$ cat src/adc_seq_pkg.sv
// adc_seq_pkg: register map, field layout and state codes of the adc scan sequencer.
// assumes a single 40 MHz clock domain and a 32-bit ahb-lite register bus.
package adc_seq_pkg;

  // bus and data widths
  localparam int unsigned        ADDR_W        = 8;
  localparam int unsigned        CH_W          = 4;
  localparam int unsigned        RES_W         = 10;
  localparam int unsigned        NUM_RES       = 12;
  localparam int unsigned        EV_W          = 2;

  // register byte offsets
  localparam logic [ADDR_W-1:0]  OFS_MODE      = 8'h00;
  localparam logic [ADDR_W-1:0]  OFS_CTRL      = 8'h04;
  localparam logic [ADDR_W-1:0]  OFS_DMA       = 8'h08;
  localparam logic [ADDR_W-1:0]  OFS_STAT      = 8'h0c;
  localparam logic [ADDR_W-1:0]  OFS_MASK      = 8'h10;
  localparam logic [ADDR_W-1:0]  OFS_MON       = 8'h14;
  localparam logic [ADDR_W-1:0]  OFS_RES0      = 8'h40;
  localparam logic [ADDR_W-1:0]  OFS_RES_END   = 8'h70;

  // field positions
  localparam int unsigned        MODE_SEL_LSB  = 0;
  localparam int unsigned        MODE_SCAN_BIT = 4;
  localparam int unsigned        MODE_WID_LSB  = 5;
  localparam int unsigned        MODE_RPT_BIT  = 7;
  localparam int unsigned        CTRL_GO_BIT   = 0;
  localparam int unsigned        CTRL_BUSY_BIT = 8;
  localparam int unsigned        CTRL_CUR_LSB  = 12;
  localparam int unsigned        EV_DONE       = 0;
  localparam int unsigned        EV_MON        = 1;
  localparam int unsigned        MON_THR_LSB   = 0;
  localparam int unsigned        MON_EN_BIT    = 16;
  localparam int unsigned        MON_ABV_BIT   = 17;
  localparam int unsigned        HTRANS_ACT    = 1;

  // reset values
  localparam logic [CH_W-1:0]    SEL_RST       = 4'h0;
  localparam logic [RES_W-1:0]   THR_RST       = 10'h000;
  localparam logic [EV_W-1:0]    EV_NONE       = 2'h0;

  // scan width codes
  typedef enum logic [1:0] {
    WID_4  = 2'h0,
    WID_8  = 2'h1,
    WID_12 = 2'h2
  } scan_width_t;

  // sequencer states, one-hot
  typedef enum logic [2:0] {
    ST_IDLE  = 3'b001,
    ST_ISSUE = 3'b010,
    ST_WAIT  = 3'b100
  } seq_state_t;

  // result slot of an input: modulo eight, except in 12-channel scan
  function automatic logic [CH_W-1:0] result_slot(input logic [CH_W-1:0] ch,
                                                 input logic              twelve);
    result_slot = twelve ? ch : {1'b0, ch[CH_W-2:0]};
  endfunction

endpackage : adc_seq_pkg

$ cat src/scan_plan_if.sv
// scan_plan_if: carries the channel choice to the planner and the planned range back.
// assumes both ends sit on the same clock; the planner is purely combinational.
interface scan_plan_if;
  import adc_seq_pkg::*;

  logic [CH_W-1:0] sel;
  logic            scan_en;
  scan_width_t     width;
  logic [CH_W-1:0] first;
  logic [CH_W-1:0] last;
  logic            twelve;
  logic            legal;

  modport planner (input sel, input scan_en, input width,
                   output first, output last, output twelve, output legal);
  modport user    (output sel, output scan_en, output width,
                   input first, input last, input twelve, input legal);
endinterface : scan_plan_if

$ cat src/adc_scan_seq.sv
// adc_scan_seq: ahb-lite slave that sequences a 16-input converter into twelve result slots.
// assumes a converter macro that takes conv_start/conv_channel and answers with a
// conv_done level that rises once the result on conv_data is stable.
//
// Operation
// - fixed mode converts the selected input, result into slot select modulo eight.
// - 4-channel scan runs from the group-of-four base up to the select.
// - 4-channel scan stores each input into slot input modulo eight.
// - 8-channel scan runs from input 0 or 8 to select, slots modulo eight.
// - 12-channel scan runs 0 to select into equal slots; selects 12-15 refused.
// - a dma request goes out when a done or monitor event is raised and its dma enable bit is set.
// - dma requests only go out when their enable bit is set.
module adc_scan_seq
  import adc_seq_pkg::*;
(
  // clock and reset
  input  wire logic              hclk,
  input  wire logic              hresetn,
  // ahb-lite slave
  input  wire logic              hsel,
  input  wire logic [31:0]       haddr,
  input  wire logic [1:0]        htrans,
  input  wire logic              hwrite,
  input  wire logic [2:0]        hsize,
  input  wire logic [31:0]       hwdata,
  input  wire logic              hready,
  output logic                   hreadyout,
  output logic [31:0]            hrdata,
  output logic                   hresp,
  // converter macro
  output logic                   conv_start,
  output logic [CH_W-1:0]        conv_channel,
  input  wire logic              conv_done,
  input  wire logic [RES_W-1:0]  conv_data,
  // dma and interrupt
  output logic                   dma_req,
  output logic                   irq
);

  // whole module state
  typedef struct packed {
    seq_state_t                    st;
    logic                          rdy;
    logic [31:0]                   rdata;
    logic                          resp;
    logic                          dp_act;
    logic                          dp_wr;
    logic [ADDR_W-1:0]             dp_addr;
    logic [CH_W-1:0]               sel;
    logic                          scan_en;
    scan_width_t                   width;
    logic                          rpt;
    logic [EV_W-1:0]               dma_en;
    logic [EV_W-1:0]               status;
    logic [EV_W-1:0]               mask;
    logic [RES_W-1:0]              thr;
    logic                          mon_en;
    logic                          mon_abv;
    logic [CH_W-1:0]               cur;
    logic [CH_W-1:0]               first;
    logic [CH_W-1:0]               last;
    logic                          twelve;
    logic [NUM_RES-1:0][RES_W-1:0] res;
    logic                          start;
    logic [CH_W-1:0]               chan;
    logic [2:0]                    sync;
    logic                          done_lvl;
    logic                          irq;
    logic                          dreq;
  } state_t;

  state_t                          s_r;
  state_t                          s_nxt;
  scan_plan_if                     plan ();

  // planner sees the live mode fields; range is latched at start
  assign plan.sel     = s_r.sel;
  assign plan.scan_en = s_r.scan_en;
  assign plan.width   = s_r.width;

  scan_planner u_plan (
    .pl (plan.planner)
  );

  // register read decode, used for every read data phase
  function automatic logic [31:0] read_word(input state_t s, input logic [ADDR_W-1:0] a);
    logic [ADDR_W-1:0] off;
    logic [31:0]       w;
    off = a - OFS_RES0;
    w   = '0;
    unique case (a)
      OFS_MODE: begin
        w[MODE_SEL_LSB +: CH_W] = s.sel;
        w[MODE_SCAN_BIT]        = s.scan_en;
        w[MODE_WID_LSB +: 2]    = s.width;
        w[MODE_RPT_BIT]         = s.rpt;
      end
      OFS_CTRL: begin
        w[CTRL_BUSY_BIT]        = (s.st != ST_IDLE);
        w[CTRL_CUR_LSB +: CH_W] = s.cur;
      end
      OFS_DMA: begin
        w[EV_W-1:0] = s.dma_en;
      end
      OFS_STAT: begin
        w[EV_W-1:0] = s.status;
      end
      OFS_MASK: begin
        w[EV_W-1:0] = s.mask;
      end
      OFS_MON: begin
        w[MON_THR_LSB +: RES_W] = s.thr;
        w[MON_EN_BIT]           = s.mon_en;
        w[MON_ABV_BIT]          = s.mon_abv;
      end
      default: begin
        // result slots, unmapped words read as zero
        if (a >= OFS_RES0 && a < OFS_RES_END && a[1:0] == 2'b00) begin
          w[RES_W-1:0] = s.res[off[ADDR_W-1:2]];
        end
      end
    endcase
    return w;
  endfunction

  // next-state logic
  always_comb begin
    logic              acc;
    logic              wr_now;
    logic              rd_fill;
    logic              go;
    logic              done_edge;
    logic              mon_hit;
    logic [EV_W-1:0]   ev;
    logic [EV_W-1:0]   w1c;
    logic [CH_W-1:0]   slot;
    acc       = 1'b0;
    wr_now    = 1'b0;
    rd_fill   = 1'b0;
    go        = 1'b0;
    done_edge = 1'b0;
    mon_hit   = 1'b0;
    ev        = EV_NONE;
    w1c       = EV_NONE;
    slot      = '0;
    s_nxt     = s_r;

    // converter done passes three flops; a level counts once the last two agree
    s_nxt.sync = {s_r.sync[1:0], conv_done};
    if (s_r.sync[2] == s_r.sync[1]) begin
      s_nxt.done_lvl = s_r.sync[2];
      done_edge      = s_r.sync[2] && !s_r.done_lvl;
    end

    // bus data phase: reads take one wait state so hrdata leaves a flop
    wr_now  = s_r.dp_act && s_r.dp_wr && s_r.rdy;
    rd_fill = s_r.dp_act && !s_r.dp_wr && !s_r.rdy;
    if (rd_fill) begin
      s_nxt.rdata = read_word(s_r, s_r.dp_addr);
      s_nxt.rdy   = 1'b1;
    end
    if (s_r.dp_act && s_r.rdy) begin
      s_nxt.dp_act = 1'b0;
    end

    // address phase accepted only while this slave is ready
    acc = hsel && hready && htrans[HTRANS_ACT] && s_r.rdy;
    if (acc) begin
      s_nxt.dp_act  = 1'b1;
      s_nxt.dp_wr   = hwrite;
      s_nxt.dp_addr = haddr[ADDR_W-1:0];
      s_nxt.rdy     = hwrite;
    end

    // register writes; a start while busy or on an illegal plan is dropped
    if (wr_now) begin
      unique case (s_r.dp_addr)
        OFS_MODE: begin
          s_nxt.sel     = hwdata[MODE_SEL_LSB +: CH_W];
          s_nxt.scan_en = hwdata[MODE_SCAN_BIT];
          s_nxt.width   = scan_width_t'(hwdata[MODE_WID_LSB +: 2]);
          s_nxt.rpt     = hwdata[MODE_RPT_BIT];
        end
        OFS_CTRL: begin
          go = hwdata[CTRL_GO_BIT] && (s_r.st == ST_IDLE) && plan.legal;
        end
        OFS_DMA: begin
          s_nxt.dma_en = hwdata[EV_W-1:0];
        end
        OFS_STAT: begin
          w1c = hwdata[EV_W-1:0];
        end
        OFS_MASK: begin
          s_nxt.mask = hwdata[EV_W-1:0];
        end
        OFS_MON: begin
          s_nxt.thr     = hwdata[MON_THR_LSB +: RES_W];
          s_nxt.mon_en  = hwdata[MON_EN_BIT];
          s_nxt.mon_abv = hwdata[MON_ABV_BIT];
        end
        default: begin
          // unmapped or read-only words ignore writes
        end
      endcase
    end

    // conversion sequencer
    s_nxt.start = 1'b0;
    unique case (s_r.st)
      ST_IDLE: begin
        if (go) begin
          s_nxt.first  = plan.first;
          s_nxt.last   = plan.last;
          s_nxt.twelve = plan.twelve;
          s_nxt.cur    = plan.first;
          s_nxt.st     = ST_ISSUE;
        end
      end
      ST_ISSUE: begin
        // one input at a time: the next start waits for the previous result
        s_nxt.start = 1'b1;
        s_nxt.chan  = s_r.cur;
        s_nxt.st    = ST_WAIT;
      end
      ST_WAIT: begin
        if (done_edge) begin
          slot = result_slot(s_r.cur, s_r.twelve);
          s_nxt.res[slot] = conv_data;
          mon_hit = s_r.mon_en && (s_r.mon_abv ? (conv_data > s_r.thr)
                                               : (conv_data <= s_r.thr));
          ev[EV_MON] = mon_hit;
          if (s_r.cur == s_r.last) begin
            ev[EV_DONE] = 1'b1;
            // repeat is sampled live so clearing it ends the run after this scan
            s_nxt.cur = s_r.first;
            s_nxt.st  = s_r.rpt ? ST_ISSUE : ST_IDLE;
          end else begin
            s_nxt.cur = s_r.cur + 1'b1;
            s_nxt.st  = ST_ISSUE;
          end
        end
      end
    endcase

    // sticky status: a new event wins over a write-one clear in the same cycle
    s_nxt.status = (s_r.status & ~w1c) | ev;
    s_nxt.irq    = |(s_nxt.status & s_nxt.mask);

    // dma request pulses once in any cycle that raises an event with its enable set
    s_nxt.dreq = |(ev & s_r.dma_en);
    s_nxt.resp = 1'b0;
  end

  // state register
  always_ff @(posedge hclk or negedge hresetn) begin
    if (!hresetn) begin
      s_r          <= '0;
      s_r.st       <= ST_IDLE;
      s_r.rdy      <= 1'b1;
      s_r.sel      <= SEL_RST;
      s_r.width    <= WID_4;
      s_r.thr      <= THR_RST;
      s_r.status   <= EV_NONE;
      s_r.mask     <= EV_NONE;
      s_r.dma_en   <= EV_NONE;
    end else begin
      s_r <= s_nxt;
    end
  end

  // outputs straight from flops
  assign hreadyout    = s_r.rdy;
  assign hrdata       = s_r.rdata;
  assign hresp        = s_r.resp;
  assign conv_start   = s_r.start;
  assign conv_channel = s_r.chan;
  assign dma_req      = s_r.dreq;
  assign irq          = s_r.irq;

endmodule // adc_scan_seq

$ cat src/scan_planner.sv
// scan_planner: turns channel select, scan choice and width into a first/last input range.
// assumes the caller latches the range when a conversion run starts.
module scan_planner
  import adc_seq_pkg::*;
(
  // plan request and answer
  scan_plan_if.planner pl
);

  // range per mode; last input is always the selected one
  always_comb begin
    pl.first  = pl.sel;
    pl.last   = pl.sel;
    pl.twelve = 1'b0;
    pl.legal  = 1'b1;
    if (pl.scan_en) begin
      unique case (pl.width)
        WID_4: begin
          pl.first = {pl.sel[CH_W-1:2], 2'b00};
        end
        WID_8: begin
          pl.first = {pl.sel[CH_W-1], 3'b000};
        end
        WID_12: begin
          pl.first  = '0;
          pl.twelve = 1'b1;
          pl.legal  = (pl.sel < CH_W'(NUM_RES));
        end
        default: begin
          pl.legal = 1'b0;                                 // reserved width code
        end
      endcase
    end
  end

endmodule // scan_planner

$ cat config.mk
export PLATFORM = sky130hd
export DESIGN_NAME = adc_scan_seq
export DESIGN_NICKNAME = d
export VERILOG_FILES = /design/src/adc_seq_pkg.sv /design/src/scan_plan_if.sv /design/src/adc_scan_seq.sv /design/src/scan_planner.sv
export SDC_FILE = /design/constraint.sdc
export NUM_CORES = 1
export LEC_CHECK = 0
export BUFFER_PORTS_ARGS = -buffer_cell sky130_fd_sc_hd__buf_2
export CORE_UTILIZATION = 62
export DETAILED_ROUTE_END_ITERATION = 8
export PLACE_DENSITY = 0.84
export SYNTH_ARGS = -nofsm -noshare
export SYNTH_HDL_FRONTEND = slang
export SYNTH_HIERARCHICAL = 1
export SYNTH_SLANG_ARGS = --single-unit
$ cat constraint.sdc
create_clock -name hclk -period 4.94 [get_ports hclk]
set_input_delay 1.235 -clock hclk [delete_from_list [all_inputs] [get_ports hclk]]
set_output_delay 1.235 -clock hclk [all_outputs]
set_load 0.005 [all_outputs]
==> reports/summary.txt, run 1 <==
Hold/Removal Path Class: flop to flop
Reg clk slew, reported paths: 70 ps
Number of diodes: 0
Cells after Synth: 743
Clk sinks: 200
Async SR Flop Fraction: 100%
Root buffer cell: clkbuf_16
DR WL/cell: 20.9 um
Sequential power share: 45.4%
Synth area leader: dfrtp_1
RSZ-0062 raised after global routing: false
Clk_lat worst skew: 440 ps
DIE WIDTH: 126 um
Syn Std Cell Area: 9600 um^2
Max_slew headroom: 42.7%
Hpwl dp: 13.6 mm
Starting Density: 63.4%
Worst hold margin: 349 ps
Share of layout cells above drive strength 1: 36.0%
Synth unique cells: 55
Startpoint Class: primary input
Final setup viols: 0
Final Slew Violations: 0
Worst Path Required: 5260 ps
Vias: 6000
Syn_area_per_cell: 12.9 um^2
Flops & latches, synth: 200
F_max: 0.339 GHz
CP Capture Type: flop
Period minus WS final: 2950 ps
Largest net degree at the start of global routing: 110
Commonest cells post-synth: 198 x dfrtp_1, 142 x mux2_2, 63 x nand2_1
YS warnings: 6
Outcome: complete, no violations
Hold Fails Final Rpt: 0
Worst EP arrival: 3270 ps
Most frequent cell after synthesis: dfrtp_1
Net Sw Power: 1.70 mW
PostCTS Resize Cnt: 0
Placed instance count: 925
Tcrit/Tclk final: 59.7%
Comb pwr share: 29.0%
Number of global-route vias before repair: 6377
Top_reg_cell synth: dfrtp_1
Via/cell ratio: 6.27
Core Area: 15100 um^2
Switching Fraction: 32.8%
Post-Layout Cell Count: 957
CP max FO: 13
DRC viols: 0
Setup CP Type: primary input to flop
Final wirelength: 20.0 mm
Longest Clk Path Bufs: 2
Post-synth EDFFs: 0
Initial DRC Count: 451
Global-route usage over all layers: 27.2%
Die footprint: 16000 um^2
Static leakage: 4.57 nW
Drt pass-1 iters: 8
Hold_buf cts: 0
Clock Power Share: 25.6%
Global-route wire length before repair: 33.0 mm
CTS buffer count: 17
Row count: 45
Filler cell count: 1025
Internal power: 3.48 mW
Port buffer count: 60
Slew @ Worst Pin: 860 ps
Max VDD drop: 0.318 mV
Share of the synthesized area in the top cell type: 51.6%
Routed Antenna Nets: 0
Ports: 126
Routability-driven placement congestion ratio: 0.910
Die Y: 126 um
P&R area growth vs syn: 6.91%
Post-synthesis sequential area ratio: 52.2%
Antenna violations before repair: 0
Area occupied by multi-input gates: 4040 um^2
Setup bufs post-CTS: 0
TritonCTS clock tree: built
Area contributors post-synth: dfrtp_1 52%, mux2_2 17%, mux4_2 5.6%
GR Overflow Total: 0
R2R Setup Slk: 2230 ps
Number of max-cap violations: 0
Setup TNS: 0 ps
Clk_skew: 8.06 ps
P per Cell Area: 505 nW/um^2
Layout Nets: 855
H-Tree Depth: 4
Seq. cell area: 5010 um^2
[cells by family after synthesis]
| kind of cell | after synthesis | synth area share [%] |
|---|---|---|
| AO/OA/AOI/OAI | 94 | 6.28 |
| flip-flops | 200 | 52.2 |
| AND/OR/NAND/NOR | 136 | 7.13 |
| buffers and inverters | 104 | 6.40 |
| adder cells (fa/ha/maj) | 15 | 1.93 |
| multiplexers | 185 | 25.3 |
| other | 1 | 0.0391 |
| XOR/XNOR | 8 | 0.730 |
[metrics by stage]
step                      area (um^2)  total power [mW]  utilization, %  setup slack, ps
after floorplan                  9660              3.52               -             1980
after global placement           9700              3.76            64.0             1660
after detailed placement         9700              3.86            64.0             1600
after CTS                       10300              5.20            67.7             2040
after global routing            10300              5.45            67.7             1850
final                           10300              5.19            67.7             1990
[placed cells by master (no fill, tap or decap), types with 17 or more instances in the layout]
cell,instances
dfrtp_1,197
nand2_1,63
buf_2,59
nor2_1,32
inv_1,18
clkbuf_16,17
mux2_2,142
o21ai_0,34
mux4_2,24
conb_1,17
a21oi_1,17
[power by group through the flow]
stage / combinational, mW / clock [mW] / sequential (mW)
floorplan: 1.30 / 0 / 2.22
global placement: 1.42 / 0 / 2.34
detailed placement: 1.48 / 0 / 2.38
CTS: 1.51 / 1.34 / 2.35
global route: 1.64 / 1.41 / 2.40
finish: 1.51 / 1.33 / 2.35
[state kept, by name (all words and copies together), names as in the netlist]
signal and flops:
conv_start 1, s_r 167, irq 1, plan.width 2, plan.scan_en 1, hreadyout 1, hrdata 16, dma_req 1
conv_channel 4, plan.sel 4, s_nxt 2
[worst paths after layout]
kind | from | to | depth (start not counted)
max | conv_data[7] | irq$_DFF_PN0_ | 9
min | s_nxt[4]$_DFF_PN0_ | s_nxt[5]$_DFF_PN0_ | 0
max reg2reg | s_r[172]$_DFFE_PN0P_ | hrdata[4]$_DFFE_PN0P_ | 6
min reg2reg | s_nxt[4]$_DFF_PN0_ | s_nxt[5]$_DFF_PN0_ | 0
max in group asynchronous | hresetn | s_nxt[4]$_DFF_PN0_ | 2
min in group asynchronous | hresetn | s_r[179]$_DFFE_PN0P_ | 1
[worst max-delay path, cell delays in order]
cell	delay, ps
buf_2	180
ha_1	350
a211oi_1	290
nor2_1	100
a2111oi_0	310
a31oi_1	100
xnor2_1	200
a32o_1	310
a22o_1	200
[metal layers]
metal  vias to the layer above  share of wire [%]  global-route usage, %
li1                       2622                  -                      -
met2                       221                 50                   46.2
met1                      3100                 42                   34.1
met3                        57                4.3                   5.53
met4                         0                3.7                   12.1
met5                         -                  0                      0
[cell type report]
class	count	area share (%)
multi-input combinational	455	39.3
sequential	200	48.8
inverter	18	0.658
tap	188	2.29
timing repair buffer	64	3.43
clock inverter	15	1.33
clock buffer	17	4.15
Power figures use the tool's default switching activity.
==> run 2: changes to the inputs <==
Settings changed: CORE_UTILIZATION 62 to 52, PLACE_DENSITY 0.84 to 0.75.
Clock period 4.94 ns to 2.5 ns, I/O delays scaled along.
==> run 2 against run 1 <==
  * Final area rose by 3.5%
  * Die area is 19% higher
  * Critical path depth unchanged
  * Register-to-register slack got worse by 2000 ps
  * Setup slack got worse by 1800 ps
  * Clock-buffer cell count rose by 6
  * Non-clock buffer count grew 37
  * Clock skew is 0.84 ps higher
  * Clock power grew 95%
  * First-iteration DRC count is 16% lower
  * Global-route usage decreased by 2.8 points
==> reports/summary.txt, run 2 (synthesized netlist as in run 1, its figures left out) <==
Outcome: complete, no violations (unchanged)
GR Overflow Total: 0 (unchanged)
Setup CP Type: flop to flop (was primary input to flop)
Hold/Removal Path Class: primary input to asynchronous set/reset pin (was flop to flop)
CP cell instances: inv_1 -> ha_1 -> a21oi_1 -> o21ai_0 -> a2111oi_0 -> a31oi_1 -> xnor2_1 -> a32o_1 -> a22o_1 (was buf_2 -> ha_1 -> a211oi_1 -> nor2_1 -> a2111oi_0 -> a31oi_1 -> xnor2_1 -> a32o_1 -> a22o_1)
TritonCTS clock tree: built (unchanged)
R2R Setup Slk: 200 ps (was 2230 ps)
Final setup viols: 0 (unchanged)
Reg-to-reg critical path startpoint: s_r[151]$_DFFE_PN0P_ (was s_r[172]$_DFFE_PN0P_)
Fin area: 10600 um^2 (was 10300 um^2)
Max VDD drop: 0.727 mV (was 0.318 mV)
P&R area growth vs syn: 10.7% (was 6.91%)
Largest net degree at the start of global routing: 65 (was 110)
Tcrit/Tclk final: 92.2%
H-Tree Depth: 4 (unchanged)
Filler cell count: 1355 (was 1025)
Worst EP arrival: 2620 ps (was 3270 ps)
Static leakage: 4.75 nW (was 4.57 nW)
Post-Layout Cell Count: 1035 (was 957)
Starting Density: 53.2% (was 63.4%)
Die Y: 138 um (was 126 um)
Placement Cell Area: 10100 um^2 (was 9700 um^2)
Setup TNS: 0 ps (unchanged)
Core Area: 18000 um^2 (was 15100 um^2)
Worst Path Required: 2820 ps (was 5260 ps)
DRC viols: 0 (unchanged)
Area occupied by multi-input gates: 4040 um^2 (unchanged)
Number of diodes: 0 (unchanged)
Clk_lat worst skew: 440 ps (about the same)
DIE WIDTH: 138 um (was 126 um)
DR WL/cell: 20.7 um (was 20.9 um)
Slew @ Worst Pin: 746 ps (was 860 ps)
Reg2reg path depth: 9 (was 6)
Via/cell ratio: 5.88 (was 6.27)
Number of global-route vias before repair: 6437 (was 6377)
CP max FO: 3 (was 13)
Most flop-heavy register: s_r (unchanged)
RSZ-0062 raised after global routing: false (unchanged)
Clk_skew: 8.90 ps (was 8.06 ps)
Routed Antenna Nets: 0 (unchanged)
Max_slew headroom: 49.8% (was 42.7%)
Final Slew Violations: 0 (unchanged)
CTS buffer count: 17 (unchanged)
Initial DRC Count: 379 (was 451)
Root buffer cell: clkbuf_16 (unchanged)
Final wirelength: 21.4 mm (was 20.0 mm)
P per Cell Area: 972 nW/um^2 (was 505 nW/um^2)
Routability-driven placement congestion ratio: 0.863 (was 0.910)
Port buffer count: 60 (unchanged)
Drt pass-1 iters: 4 (was 8)
Worst hold margin: 150 ps (was 349 ps)
F_max: 0.434 GHz
Delay-heaviest family, CP: compound AO/OA/AOI/OAI gates (unchanged)
Crit path buf inv count: 1 (unchanged)
Clk sinks: 200 (unchanged)
Antenna violations before repair: 0 (unchanged)
R2R Path End: irq$_DFF_PN0_ (was hrdata[4]$_DFFE_PN0P_)
Period minus WS final: 2300 ps
Commonest non-fill, non-tap cells in the layout: 197 x dfrtp_1, 142 x mux2_2, 63 x nand2_1, 59 x buf_2, 37 x buf_4 (was 197 x dfrtp_1, 142 x mux2_2, 63 x nand2_1, 59 x buf_2, 34 x o21ai_0)
Delay of the slowest critical-path stage: 430 ps (was 350 ps)
Hold Fails Final Rpt: 0 (unchanged)
Placed instance count: 1003 (was 925)
Final Core Density: 58.9% (was 67.7%)
Die footprint: 19000 um^2 (was 16000 um^2)
Number of max-cap violations: 0 (unchanged)
Row count: 49 (was 45)
Vias: 6084 (was 6000)
Startpoint Class: flop (was primary input)
Hpwl dp: 14.6 mm (was 13.6 mm)
Crit-path slowest cell: a2111oi_0 (was ha_1)
Commonest non-fill, non-tap cell in the layout: dfrtp_1 (unchanged)
Global-route usage over all layers: 24.4% (was 27.2%)
Longest Clk Path Bufs: 2 (unchanged)
Setup bufs post-CTS: 0 (unchanged)
Layout Nets: 892 (was 855)
Global-route wire length before repair: 34.4 mm (was 33.0 mm)
CP Capture Type: flop (unchanged)
Hold_buf cts: 0 (unchanged)
Ports: 126 (unchanged)
Reg clk slew, reported paths: 70 ps (about the same)
Seq. cell area: 5010 um^2 (unchanged)
Max reg flops: 167 (unchanged)
PostCTS Resize Cnt: 0 (unchanged)
Share of layout cells above drive strength 1: 38.7% (was 36.0%)
-- run 2: worst max-delay path by stage --
stage	start	end	slack, ps	cells after the start
finish	s_r[151]$_DFFE_PN0P_	irq$_DFF_PN0_	200	9
global route	s_r[151]$_DFFE_PN0P_	irq$_DFF_PN0_	50	9
CTS	s_r[151]$_DFFE_PN0P_	irq$_DFF_PN0_	210	9
detailed placement	conv_data[5]	irq$_DFF_PN0_	-110	9
global placement	conv_data[5]	irq$_DFF_PN0_	-120	9
floorplan	conv_data[0]	irq$_DFF_PN0_	150	10
-- run 2: power breakdown --
part	internal [mW]	switching, mW
Sequential	4.00	0.512
Clock	1.38	1.20
Combinational	1.68	1.54
Total	7.07	3.25
-- run 2: layout make-up --
type                            instances  share of cell area (%)
Clock inverter                          9                   0.636
Clock buffer                           23                    4.59
Multi-Input combinational cell        455                    38.0
Tap cell                              229                    2.70
Timing Repair Buffer                  101                    6.28
Sequential cell                       200                    47.2
Inverter                               18                   0.636
-- run 2: metal layers --
layer	share of wire, %	GRT usage, %	wire, um	vias to the layer above
met2	51	42.4	11000	200
met3	4.6	4.46	994	35
met1	42	30.3	8980	3147
met5	0	0	0	-
met4	2.1	8.94	457	0
li1	-	-	-	2702
-- run 2: per-stage QoR --
stage / power (mW) / setup WS [ps]
after floorplan: 6.95 / 149
after global placement: 7.60 / -119
after detailed placement: 7.78 / -108
after CTS: 10.4 / 214
after global routing: 10.9 / 54.8
final: 10.3 / 196
==> run 3: changes to the inputs <==
Settings changed: CELL_PAD_IN_SITES_DETAIL_PLACEMENT set to 1, CELL_PAD_IN_SITES_GLOBAL_PLACEMENT set to 1, CORE_UTILIZATION 52 to 43, PLACE_DENSITY 0.75 to 0.76.
==> run 3 against run 2 <==
  * Cell count is 4.8% higher
  * Setup slack lost 0.52 ps
  * Register-to-register slack about the same
  * Critical endpoint unchanged
  * Clock-buffer cell count fell by 4
  * Clock power is 9.7% higher
  * Largest power group unchanged
  * Maximum frequency about the same
  * Flip-flop and latch count unchanged
  * Non-clock buffer count is 1 lower
  * Sequential share of layout area decreased by 0.57 points
  * Hold slack better by 40 ps
  * First-iteration DRC count down 38%
  * Clock skew increased by 5.1 ps
==> reports/summary.txt, run 3 (synthesized netlist as in run 1, its figures left out) <==
Max reg flops: 167 (unchanged)
DIE WIDTH: 151 um (was 138 um)
Vias: 6058 (was 6084)
Core Area: 21800 um^2 (was 18000 um^2)
Filler cell count: 2259 (was 1355)
Ports: 126 (unchanged)
H-Tree Depth: 4 (unchanged)
Die Y: 151 um (was 138 um)
Initial DRC Count: 235 (was 379)
Final setup viols: 0 (unchanged)
Final wirelength: 24.6 mm (was 21.4 mm)
Worst Setup SP: s_r[151]$_DFFE_PN0P_ (unchanged)
Antenna violations before repair: 0 (unchanged)
Die footprint: 22900 um^2 (was 19000 um^2)
Worst EP arrival: 2640 ps (was 2620 ps)
TritonCTS clock tree: built (unchanged)
Routability-driven placement congestion ratio: 0.883 (was 0.863)
CP max FO: 3 (unchanged)
CP Capture Type: flop (unchanged)
P&R area growth vs syn: 12.0% (was 10.7%)
Global-route usage over all layers: 23.4% (was 24.4%)
Total Power: 10.7 mW (was 10.3 mW)
Tcrit/Tclk final: 92.2% (about the same)
Commonest non-fill, non-tap cells in the layout: 197 x dfrtp_1, 142 x mux2_2, 63 x nand2_1, 59 x buf_2 (was 197 x dfrtp_1, 142 x mux2_2, 63 x nand2_1, 59 x buf_2, 37 x buf_4)
DR WL/cell: 22.7 um (was 20.7 um)
Hold/Removal Path Class: primary input to asynchronous set/reset pin (unchanged)
Hpwl dp: 17.3 mm (was 14.6 mm)
Max VDD drop: 0.463 mV (was 0.727 mV)
Final worst setup slack: 195 ps (was 196 ps)
Hold Fails Final Rpt: 0 (unchanged)
Clk sinks: 200 (unchanged)
Number of global-route vias before repair: 7011 (was 6437)
Period minus WS final: 2300 ps (about the same)
Max_slew headroom: 53.0% (was 49.8%)
RSZ-0062 raised after global routing: false (unchanged)
P per Cell Area: 996 nW/um^2 (was 972 nW/um^2)
Outcome: complete, no violations (unchanged)
Placed instance count: 1053 (was 1003)
Static leakage: 4.78 nW (was 4.75 nW)
Drt pass-1 iters: 4 (unchanged)
Clk_lat worst skew: 450 ps (was 440 ps)
Share of layout cells above drive strength 1: 38.9% (was 38.7%)
Fin area: 10800 um^2 (was 10600 um^2)
Number of diodes: 0 (unchanged)
GR Overflow Total: 0 (unchanged)
Setup CP Type: flop to flop (unchanged)
Commonest non-fill, non-tap cell in the layout: dfrtp_1 (unchanged)
Placement Cell Area: 10100 um^2 (about the same)
Number of max-cap violations: 0 (unchanged)
F_max: 0.434 GHz (about the same)
GR Util met1: 27.9% (was 30.3%)
CTS buffer count: 17 (unchanged)
M2 GR Usage: 42.4% (about the same)
Clk_skew: 14.0 ps (was 8.90 ps)
Reg clk slew, reported paths: 80 ps (was 70 ps)
Setup TNS: 0 ps (unchanged)
Starting Density: 44.0% (was 53.2%)
Row count: 54 (was 49)
DRC viols: 0 (unchanged)
Reg-to-reg critical path startpoint: s_r[151]$_DFFE_PN0P_ (unchanged)
Layout Nets: 891 (was 892)
Worst Path Required: 2830 ps (was 2820 ps)
Dpl ws: -276 ps (was -108 ps)
Largest net degree at the start of global routing: 80 (was 65)
Met3 usage: 3.10% (was 4.46%)
Most flop-heavy register: s_r (unchanged)
Routed Antenna Nets: 0 (unchanged)
Worst hold margin: 189 ps (was 150 ps)
Most used routing layer: met2 (unchanged)
Final Slew Violations: 0 (unchanged)
Slew @ Worst Pin: 703 ps (was 746 ps)
Final Core Density: 49.3% (was 58.9%)
Hold_buf cts: 0 (unchanged)
Via/cell ratio: 5.58 (was 5.88)
Post-Layout Cell Count: 1085 (was 1035)
Port buffer count: 60 (unchanged)
Root buffer cell: clkbuf_16 (unchanged)
Setup bufs post-CTS: 0 (unchanged)
Startpoint Class: flop (unchanged)
Longest Clk Path Bufs: 2 (unchanged)
Global-route wire length before repair: 39.4 mm (was 34.4 mm)
[run 3: cell count changes in the layout (fill, tap and decap cells not counted), sizes merged]
cell and delta:
inv +7, buf -1, clkinvlp -1, clkinv -3, clkbuf -4, bufinv +1
[run 3: path summary, 6_finish.rpt]
path                                    endpoint  slack (ps)  cells after the start
max                                irq$_DFF_PN0_         200                      9
min                        hrdata[3]$_DFFE_PN0P_         190                      1
max reg2reg                        irq$_DFF_PN0_         200                      9
min reg2reg                   s_nxt[5]$_DFF_PN0_         350                      0
max in group asynchronous    s_r[66]$_DFFE_PN0P_        1580                      2
min in group hclk             s_nxt[4]$_DFF_PN0_         300                      1
[run 3: worst max-delay path: stages, from the launching register on]
cell	delay, ps
dfrtp_1	360
inv_1	60
ha_1	320
a21oi_1	160
o21ai_0	140
a2111oi_1	420
a31oi_1	100
xnor2_1	170
a32o_1	290
a22o_1	180
[run 3: routing by layer]
metal | wire length, um | part of all wire (%) | vias up
met1 | 10100 | 41 | 3212
met2 | 13200 | 54 | 117
met4 | 644 | 2.6 | 0
li1 | - | - | 2691
met5 | 0 | 0 | -
met3 | 699 | 2.8 | 38
[run 3: power by group]
group	total [mW]	switching (mW)	internal, mW
registers	4.54	0.538	4.00
clock network	2.84	1.36	1.48
logic	3.33	1.63	1.70
total	10.7	3.53	7.18
[run 3: what timing repair did]
| action | 4_1_cts | 5_1_grt |
|---|---|---|
| endpoints found under the setup margin | 0 | 1 |
| endpoints found under the hold margin | 0 | 0 |
| resized for setup | 0 | 1 |
[run 3: cell type report]
type                    instances  area, um^2  area share (%)
well taps                     280         350            3.26
flip-flops and latches        200        5010            46.6
multi-input cells             455        4040            37.6
repair buffers                100         684            6.37
inverters                      18        67.6           0.628
clock inverters                13         150            1.40
clock buffers                  19         453            4.21
